### config.mk
export PLATFORM = sky130hd
export DESIGN_NAME = mpss_select
export DESIGN_NICKNAME = d
export VERILOG_FILES = /design/src/common/mpss_pkg.sv /design/src/hw/mpss_select.sv
export SDC_FILE = /design/constraint.sdc
export NUM_CORES = 1
export LEC_CHECK = 0
export BUFFER_PORTS_ARGS = -buffer_cell sky130_fd_sc_hd__buf_2
export CAP_MARGIN = 15
export CORE_MARGIN = 3
export CORE_UTILIZATION = 41
export CTS_BUF_LIST = sky130_fd_sc_hd__clkbuf_4 sky130_fd_sc_hd__clkbuf_8
export DETAILED_ROUTE_END_ITERATION = 16
export MAX_ROUTING_LAYER = met4
export PLACE_DENSITY = 0.82
export REMOVE_ABC_BUFFERS = 1
export SETUP_SLACK_MARGIN = 0.02
export SLEW_MARGIN = 20
export SYNTH_ARGS = -nofsm -noshare
export SYNTH_HDL_FRONTEND = slang
export SYNTH_SLANG_ARGS = --single-unit
### constraint.sdc
create_clock -name sys_clk -period 2.5 [get_ports sys_clk]
set_clock_uncertainty 0.15 [all_clocks]
set_input_delay 0.375 -clock sys_clk [delete_from_list [all_inputs] [get_ports sys_clk]]
set_output_delay 0.375 -clock sys_clk [all_outputs]
set_load 0.02 [all_outputs]
### src/common/mpss_pkg.sv
// package for the motor parameter set selector: option codes, widths, carriers.
// assumes a single 10 MHz control clock and 8 programmable input terminals.
package mpss_pkg;

  // ****************************************************************
  // option codes held in the terminal-function slots
  // ****************************************************************
  localparam int         FUNC_W          = 8;
  localparam logic [7:0] OPT_SECOND_MOTOR = 8'h08;
  localparam logic [7:0] OPT_ALT_RAMP     = 8'h09;
  localparam logic [7:0] OPT_THIRD_MOTOR  = 8'h11;
  localparam logic [1:0] RAMP_METHOD_TERM = 2'h0;
  localparam int         TERMINALS        = 8;
  localparam int         TIME_W           = 16;

  // ****************************************************************
  // types
  // ****************************************************************
  typedef enum logic [2:0] {
    MPSS_SET_FIRST  = 3'b001,
    MPSS_SET_SECOND = 3'b010,
    MPSS_SET_THIRD  = 3'b100
  } mpss_set_t;

  typedef struct packed {
    logic [TIME_W-1:0] accel_time;
    logic [TIME_W-1:0] decel_time;
  } mpss_ramp_t;

  localparam mpss_ramp_t RAMP_RESET = '{accel_time: 16'h0000, decel_time: 16'h0000};

endpackage

### src/hw/mpss_select.sv
// motor parameter set and ramp pair selection for the inverter control core.
// assumes terminal pins are asynchronous and the run/stop state comes from core logic.
// assumes the option codes in the slots stay put while their pins are in use.
`timescale 1ns/1ps
`default_nettype none

module mpss_select #(
  parameter int TERMS = mpss_pkg::TERMINALS
) (
  input  wire logic                                 sys_clk,
  input  wire logic                                 nrst,
  input  wire logic [TERMS-1:0]                     term_pin,
  input  wire logic [TERMS-1:0][mpss_pkg::FUNC_W-1:0] input_terminal_func,
  input  wire logic                                 motor_stopped,
  input  wire logic [1:0]                           ramp_switch_method,
  input  wire mpss_pkg::mpss_ramp_t                 ramp_first,
  input  wire mpss_pkg::mpss_ramp_t                 ramp_second,
  output var  mpss_pkg::mpss_set_t                  motor_set,
  output var  mpss_pkg::mpss_ramp_t                 ramp_active,
  output logic                                      ramp_second_active
);

  // elaboration guard: the decode is sized for the slots that exist
  if (TERMS < 1 || TERMS > mpss_pkg::TERMINALS) begin : g_bad_terms
    $error("mpss_select: TERMS out of range");
  end
  // a slot must be wide enough to hold the widest option code
  if (mpss_pkg::FUNC_W < $bits(mpss_pkg::OPT_THIRD_MOTOR)) begin : g_bad_func_w
    $error("mpss_select: FUNC_W too narrow for the option codes");
  end

  // ****************************************************************
  // pin synchroniser
  // ****************************************************************
  logic [TERMS-1:0] sync_a;
  logic [TERMS-1:0] sync_b;
  logic [TERMS-1:0] next_sync_a;
  logic [TERMS-1:0] next_sync_b;

  // two flops per pin; a contact change lands two or three edges later
  always_comb begin
    next_sync_a = term_pin;
    next_sync_b = sync_a;
  end

  always_ff @(posedge sys_clk) begin
    if (!nrst) begin
      sync_a <= '0;
      sync_b <= '0;
    end else begin
      sync_a <= next_sync_a;
      sync_b <= next_sync_b;
    end
  end

  // ****************************************************************
  // function decode per terminal
  // ****************************************************************
  logic [TERMS-1:0] hit_second;
  logic [TERMS-1:0] hit_third;
  logic [TERMS-1:0] hit_ramp;

  genvar gi;
  generate
    for (gi = 0; gi < TERMS; gi++) begin : g_term
      // every slot decodes every function, so any of the three may appear anywhere
      assign hit_second[gi] = sync_b[gi] &&
        (input_terminal_func[gi] == mpss_pkg::OPT_SECOND_MOTOR);
      assign hit_third[gi]  = sync_b[gi] &&
        (input_terminal_func[gi] == mpss_pkg::OPT_THIRD_MOTOR);
      assign hit_ramp[gi]   = sync_b[gi] &&
        (input_terminal_func[gi] == mpss_pkg::OPT_ALT_RAMP);

      // checked from each pin, so a second-set or ramp decode gap in any slot shows up
      slot_second_a : assert property (@(posedge sys_clk) disable iff (!nrst)
        term_pin[gi] && input_terminal_func[gi] == mpss_pkg::OPT_SECOND_MOTOR
          ##2 motor_stopped && !(|hit_third)
            && input_terminal_func[gi] == mpss_pkg::OPT_SECOND_MOTOR
          |=> motor_set == mpss_pkg::MPSS_SET_SECOND)
        else $error("second set from a slot not taken");

      slot_ramp_a : assert property (@(posedge sys_clk) disable iff (!nrst)
        term_pin[gi] && input_terminal_func[gi] == mpss_pkg::OPT_ALT_RAMP
          ##2 ramp_switch_method == mpss_pkg::RAMP_METHOD_TERM
            && input_terminal_func[gi] == mpss_pkg::OPT_ALT_RAMP
          |=> ramp_second_active)
        else $error("ramp pair from a slot not taken");
    end
  endgenerate

  // ****************************************************************
  // motor set selection
  // ****************************************************************
  mpss_pkg::mpss_set_t req_set;
  mpss_pkg::mpss_set_t next_motor_set;

  always_comb begin
    // third over second is our pick; nothing orders the two pins
    if (|hit_third) begin
      req_set = mpss_pkg::MPSS_SET_THIRD;
    end else if (|hit_second) begin
      req_set = mpss_pkg::MPSS_SET_SECOND;
    end else begin
      req_set = mpss_pkg::MPSS_SET_FIRST;
    end
    // a change while running stays pending; req_set keeps tracking the pins
    next_motor_set = motor_stopped ? req_set : motor_set;
  end

  always_ff @(posedge sys_clk) begin
    if (!nrst) begin
      motor_set <= mpss_pkg::MPSS_SET_FIRST;
    end else begin
      motor_set <= next_motor_set;
    end
  end

  // ****************************************************************
  // ramp pair selection
  // ****************************************************************
  // the ramp generator sits outside; only the chosen pair leaves here
  logic                 next_ramp_second_active;
  mpss_pkg::mpss_ramp_t next_ramp_active;

  always_comb begin
    // method other than terminal input leaves the terminal ignored
    next_ramp_second_active = (|hit_ramp) &&
      (ramp_switch_method == mpss_pkg::RAMP_METHOD_TERM);
    // applied regardless of ramp progress, so a running ramp changes rate
    next_ramp_active = next_ramp_second_active ? ramp_second : ramp_first;
  end

  always_ff @(posedge sys_clk) begin
    if (!nrst) begin
      ramp_second_active <= 1'b0;
      ramp_active        <= mpss_pkg::RAMP_RESET;
    end else begin
      ramp_second_active <= next_ramp_second_active;
      ramp_active        <= next_ramp_active;
    end
  end

  // ****************************************************************
  // checks
  // ****************************************************************
  set_hold_run_a : assert property (@(posedge sys_clk) disable iff (!nrst)
    $past(nrst) && !$past(motor_stopped) |-> motor_set == $past(motor_set))
    else $error("motor set changed while running");

  set_third_wins_a : assert property (@(posedge sys_clk) disable iff (!nrst)
    (|hit_third) && motor_stopped |=> motor_set == mpss_pkg::MPSS_SET_THIRD)
    else $error("third set not taken");

  set_second_a : assert property (@(posedge sys_clk) disable iff (!nrst)
    (|hit_second) && !(|hit_third) && motor_stopped
      |=> motor_set == mpss_pkg::MPSS_SET_SECOND)
    else $error("second set not taken");

  set_first_a : assert property (@(posedge sys_clk) disable iff (!nrst)
    !(|hit_second) && !(|hit_third) && motor_stopped
      |=> motor_set == mpss_pkg::MPSS_SET_FIRST)
    else $error("first set not restored");

  set_third_pin_a : assert property (@(posedge sys_clk) disable iff (!nrst)
    term_pin[0] && input_terminal_func[0] == mpss_pkg::OPT_THIRD_MOTOR
      ##2 motor_stopped && input_terminal_func[0] == mpss_pkg::OPT_THIRD_MOTOR
      |=> motor_set == mpss_pkg::MPSS_SET_THIRD)
    else $error("third set pin path broken");

  ramp_second_a : assert property (@(posedge sys_clk) disable iff (!nrst)
    (|hit_ramp) && ramp_switch_method == mpss_pkg::RAMP_METHOD_TERM
      |=> ramp_second_active && ramp_active == $past(ramp_second))
    else $error("second ramp pair not used");

  ramp_first_a : assert property (@(posedge sys_clk) disable iff (!nrst)
    !(|hit_ramp) |=> !ramp_second_active && ramp_active == $past(ramp_first))
    else $error("first ramp pair not used");

  ramp_switch_a : assert property (@(posedge sys_clk) disable iff (!nrst)
    $rose(|hit_ramp) && ramp_switch_method == mpss_pkg::RAMP_METHOD_TERM
      |=> $rose(ramp_second_active))
    else $error("ramp switch delayed");

  ramp_run_free_a : assert property (@(posedge sys_clk) disable iff (!nrst)
    !motor_stopped && $rose(|hit_ramp) && ramp_switch_method == mpss_pkg::RAMP_METHOD_TERM
      |=> ramp_active == $past(ramp_second))
    else $error("running ramp kept its old pair");

  ramp_method_off_a : assert property (@(posedge sys_clk) disable iff (!nrst)
    ramp_switch_method != mpss_pkg::RAMP_METHOD_TERM
      |=> !ramp_second_active && ramp_active == $past(ramp_first))
    else $error("ramp terminal not ignored under another method");

  ramp_pair_match_a : assert property (@(posedge sys_clk) disable iff (!nrst)
    $past(nrst) |-> ramp_active
      == (ramp_second_active ? $past(ramp_second) : $past(ramp_first)))
    else $error("ramp pair and its flag disagree");

  set_pend_apply_a : assert property (@(posedge sys_clk) disable iff (!nrst)
    !$past(motor_stopped) && motor_stopped && (|hit_third)
      |=> motor_set == mpss_pkg::MPSS_SET_THIRD)
    else $error("pending set not applied at stop");

  set_onehot_a : assert property (@(posedge sys_clk) disable iff (!nrst)
    $onehot(motor_set))
    else $error("motor set not one-hot");

  // no disable here: this one watches the reset itself
  reset_values_a : assert property (@(posedge sys_clk)
    !nrst |=> motor_set == mpss_pkg::MPSS_SET_FIRST && !ramp_second_active
      && ramp_active == mpss_pkg::RAMP_RESET)
    else $error("outputs not cleared by reset");

endmodule // mpss_select

`default_nettype wire

==> results of run 1 <==
## metal layers
metal,vias up,share of wire (%)
met1,1061,35
li1,1207,-
met5,-,0
met4,0,2.2
met3,13,8.9
met2,116,53
## cell usage in the layout (no fill, tap or decap), drive strengths merged, types with 3 or more instances in the layout
cell    instances
nor2            4
nand2          68
nand4           4
buf           178
nor4bb          6
clkbuf          5
or3             4
nand3           7
nor4            4
mux2i          32
nor4b           4
bufinv          3
dfxtp          52
nor2b           4
and2           17
or4             5
## sequential cells by signal, indices dropped and copies added (netlist names)
| signal | cells |
|---|---|
| motor_set | 3 |
| sync_b | 8 |
| ramp_active | 32 |
| ramp_second_active | 1 |
| next_sync_b | 8 |
## worst min path at each step
stage	from	to	slack, ns	depth (start not counted)
2_1_floorplan	next_sync_b[3]	sync_b[3]	0.26	1
3_3_place_gp	next_sync_b[3]	sync_b[3]	0.26	1
3_5_place_dp	next_sync_b[3]	sync_b[3]	0.27	1
4_1_cts	term_pin[1]	next_sync_b[1]	0.11	2
5_1_grt	term_pin[6]	next_sync_b[6]	0.11	2
6_report	term_pin[0]	next_sync_b[0]	0.12	2
## worst reg2reg max path, cell delays in order, from the launching register on
cell and delay [ns]:
dfxtp_1 0.34, nor4b_1 0.44, a32oi_1 0.28, a311oi_4 0.39, buf_12 0.27, mux2i_1 0.25
## where the power goes
part           internal, W  total (W)  switching [W]
sequential        0.000869   0.000879      0.0000102
clock             0.000500   0.000778       0.000277
combinational     0.000139   0.000274       0.000134
## cells by family (layout without fill, tap and decap cells)
family	Yosys count	in the layout	share of synthesized area (%)
simple gates	140	140	33.64
flops	52	52	45.29
mux	32	32	13.94
buf+inv	14	188	3.266
compound gates	8	8	3.866
## through the flow
| stage | hold WS, ns | worst slack (ns) | instances |
|---|---|---|---|
| 2_1_floorplan | 0.2557 | -0.5360 | 234 |
| 6_report | 0.1226 | 0.3139 | 490 |
| 3_5_place_dp | 0.2698 | 0.07584 | 482 |
| 5_1_grt | 0.1051 | 0.1233 | 490 |
| 4_1_cts | 0.1076 | 0.2875 | 490 |
| 3_3_place_gp | 0.2595 | 0.1669 | 482 |
## final cells by class
class | count | area [um^2]
Inverter | 2 | 7.507
Multi-Input combinational cell | 180 | 1182
Clock inverter | 3 | 90.09
Timing Repair Buffer | 178 | 920.9
Clock buffer | 5 | 68.82
Fill cell | 455 | 1872
Tap cell | 70 | 87.58
Sequential cell | 52 | 1041
==> metrics, run 1 <==
Die X-Extent=80.88 um; Root Buffer=clkbuf_8; Synth Instances=246; Async SR Flop Fraction=0%; ys flop type=dfxtp_1; via count=2397; global route overflow=0; core area=5270 um^2; worst-path cell chain=nor4b_1, a32oi_1, a311oi_4, buf_12, mux2i_1; Crit Path Category=reg2reg; synth top area cells=dfxtp_1 45%, mux2i_1 14%, nand2_1 11%, and2_1 4.6%, nor4bb_1 2.6%; Clock Sinks=52; diode count=0; row count=26; largest stage delay on the critical path=0.44 ns; Synth area leader=dfxtp_1; count of different cell masters after synthesis=35; initial antenna violation count=0; vias in the first global route=2354; pin count of the biggest net entering global routing=85; Max FO, Critical Path=33; syn_area_per_cell=9.343 um^2; Yosys reg bits=52; max_slew headroom=64.98%; Hold WC Path Type=in2reg; Initial Util=43.61%; post-synth top area share=45.29%; Crit. path cell count=5; Final Cycle Share=87.45%; Power Density=568.2 nW/um^2; cell area after placement=3239 um^2; Bufs and invs on worst path=1; die area=6541 um^2; Clk Latency, worst-skew pair=0.30 ns; CTS tree=done; port bufs=176; CTS H-tree lvls=2; cts repair resizes=0; WL final=6.187 mm; Synth top cells by count=68 x nand2_1, 52 x dfxtp_1, 32 x mux2i_1; warnings from Yosys=0; Syn Std Cell Area=2298 um^2; Final Cell Area=3398 um^2; Final Hold Viols=0; crit path launch=sync_b[0]; setup TNS=0 ns; TritonCTS buffer count=5; Final Slew Violations=0; Static Leak=1.636 nW; most numerous cell in the Yosys netlist=nand2_1; Tmin final=2.186 ns; RSZ-0062 raised after global routing=false; clk buf depth=2; Via-to-Cell Ratio=4.892; post-layout util=64.48%; Max Fclk=0.4574 GHz; met1 GRT Util=17.78%; maximum VDD drop=316.2 uV; startpoint type of the worst setup path=flip-flop; Data required, critical path=2.58 ns; router iterations before antenna repair=4; Crit path max-delay family=compound AO/OA/AOI/OAI gates; Crit-path slowest cell=nor4b_1; register area share after synthesis=45.29%; IO Pins=177; DRC errors left=0; Max-Cap Viols=0; # setup viols final=0; count of flip-flops with a built-in enable after synthesis=0; Crit. End Element=flip-flop; GP Congestion=0.7351; Most Crowded Layer GR=met2; GRT Resource Usage Total=19.17%; dpl hpwl=5.000 mm; share of post-route cells with drive strength above 1=45.71%; Slew @ Worst Pin=0.5179 ns; setup bufs post-CTS=0; Iter 0 DRT Violations=61; FF-to-FF End=ramp_active[27]; Critical Path End=ramp_active[27]; Power Total=0.001931 W; reg2reg setup slack=0.31 ns; worst reg2reg path depth=5; Routed wire per std cell=12.63 um; first-pass GRT wire length=9.591 mm; cts hold-fix bufs=0; clock-pin slew on the worst setup and hold paths=0.10 ns; area grow syn2layout=47.85%; crit path DAT=2.27 ns; met2 GRT Util=37.85%; nets=560; outcome=completed; antenna-violating nets left=0; Global Route met3 Usage=3.659%; Die Y=80.88 um; Reg2Reg Launch Point=sync_b[0]
(Power assumes the default switching activity.)
==> inputs of run 2 (changes only) <==
MAX_ROUTING_LAYER = default   (was met4)
clock period = 2.2 ns   (was 2.5 ns; I/O delays follow)
==> run 2 against run 1 <==
Against the previous run: wire length grew 7.0%; die area is the same; non-clock buffer count grew 9; clock power shrank 15%; maximum frequency grew 6.0%; via count grew 0.88%; first-iteration DRC count grew 1.6%.
==> metrics, run 2 (synthesized netlist as in run 1, its figures left out) <==
Static Leak=1.678 nW; Root Buffer=clkbuf_8; DRC errors left=0; Final Hold Viols=0; CTS H-tree lvls=2; row count=26; Routed wire per std cell=13.26 um; cts hold-fix bufs=0; CTS tree=done; max_slew headroom=67.25%; Tmin final=2.063 ns; Data required, critical path=2.29 ns; TritonCTS buffer count=5; Die Y=80.88 um; share of post-route cells with drive strength above 1=47.55%; global route overflow=0; via count=2418; Fin Hold WS=0.07708 ns; Final Non-Filler Cells=499; worst-path cell chain=nor4bb_2, nand3_1, and4_1, a311oi_4, buf_6, clkbuf_16, mux2i_1; outcome=completed; vias in the first global route=2313; Max FO, Critical Path=16; Iter 0 DRT Violations=62; pin count of the biggest net entering global routing=47; dpl hpwl=5.116 mm; Crit Path Category=reg2reg; largest stage delay on the critical path=0.34 ns; Placed Cells=488; Bufs and invs on worst path=2; GRT Resource Usage Total=18.32%; nets=569; most common cell after layout, fill and taps aside=buf_2; area grow syn2layout=51.77%; die area=6541 um^2; Slew @ Worst Pin=0.4844 ns; RSZ-0062 raised after global routing=false; # setup viols final=0; commonest cells after routing, fill and taps aside=176 x buf_2, 68 x nand2_1, 52 x dfxtp_1; clock-pin slew on the worst setup and hold paths=0.10 ns; Via-to-Cell Ratio=4.846; Clock Sinks=52; first-pass GRT wire length=9.411 mm; Initial Util=43.61%; Power Density=568.1 nW/um^2; Die X-Extent=80.88 um; Final Cycle Share=93.78%; port bufs=176; core area=5270 um^2; Final Slew Violations=0; antenna-violating nets left=0; router iterations before antenna repair=4; Clk Latency, worst-skew pair=0.30 ns; IO Pins=177; Max Fclk=0.4847 GHz; maximum VDD drop=396.6 uV; Hold WC Path Type=in2reg; max reg flops=32; diode count=0; setup TNS=0 ns; initial antenna violation count=0; clk buf depth=2; Crit. End Element=flip-flop; Max-Cap Viols=0; Crit path max-delay family=simple AND/OR/NAND/NOR gates; Biggest register=ramp_active; GP Congestion=0.7479; crit path DAT=2.15 ns; post-layout util=66.19%; cell area after placement=3284 um^2; Crit-path slowest cell=dfxtp_1; Final Cell Area=3488 um^2; WL final=6.618 mm; startpoint type of the worst setup path=flip-flop
-- run 2: cell count changes in the layout (fill, tap and decap cells not counted), sizes merged --
cell	previous run	this run
clkinvlp	0	1
clkbuf	5	7
buf	178	185
bufinv	3	1
inv	2	3
-- run 2: what timing repair did --
item                       CTS  global route
gates resized for setup      0             5
setup buffers                0             1
setup endpoints to repair    0            30
-- run 2: stage by stage --
stage / worst slack, ns / total power [W]
2_1_floorplan: -0.7910 / 0.001138
3_3_place_gp: -0.07546 / 0.001332
3_5_place_dp: -0.1523 / 0.001341
4_1_cts: 0.05935 / 0.002008
5_1_grt: 0.03378 / 0.002086
6_report: 0.1369 / 0.001982
-- run 2: worst paths after layout --
path	from	end	slack [ns]	depth (start not counted)
worst max-delay path	sync_b[6]	ramp_active[4]	0.14	7
worst min-delay path	term_pin[4]	next_sync_b[4]	0.08	2
worst max register to register	sync_b[6]	ramp_active[4]	0.14	7
worst min register to register	next_sync_b[6]	sync_b[6]	0.29	1
-- run 2: metal layers --
layer  global-route usage (%)  up-vias  wire length [um]
li1                         -     1219                 -
met3                    4.102       15               654
met4                    6.926        0               138
met2                    38.18      118              3562
met1                    16.66     1066              2262
met5                        0        -                 0
-- run 2: layout make-up --
type / instances / area (um^2)
Clock buffer: 5 / 68.82
Clock inverter: 3 / 46.29
Fill cell: 464 / 1782
Inverter: 2 / 7.507
Multi-Input combinational cell: 180 / 1210
Sequential cell: 52 / 1041
Tap cell: 70 / 87.58
Timing Repair Buffer: 187 / 1027
-- run 2: power breakdown --
group          total (W)  switching [W]  internal [W]  leakage, nW
sequential      0.000999      0.0000114      0.000988        0.432
clock           0.000661       0.000319      0.000343       0.0548
combinational   0.000321       0.000157      0.000164         1.19
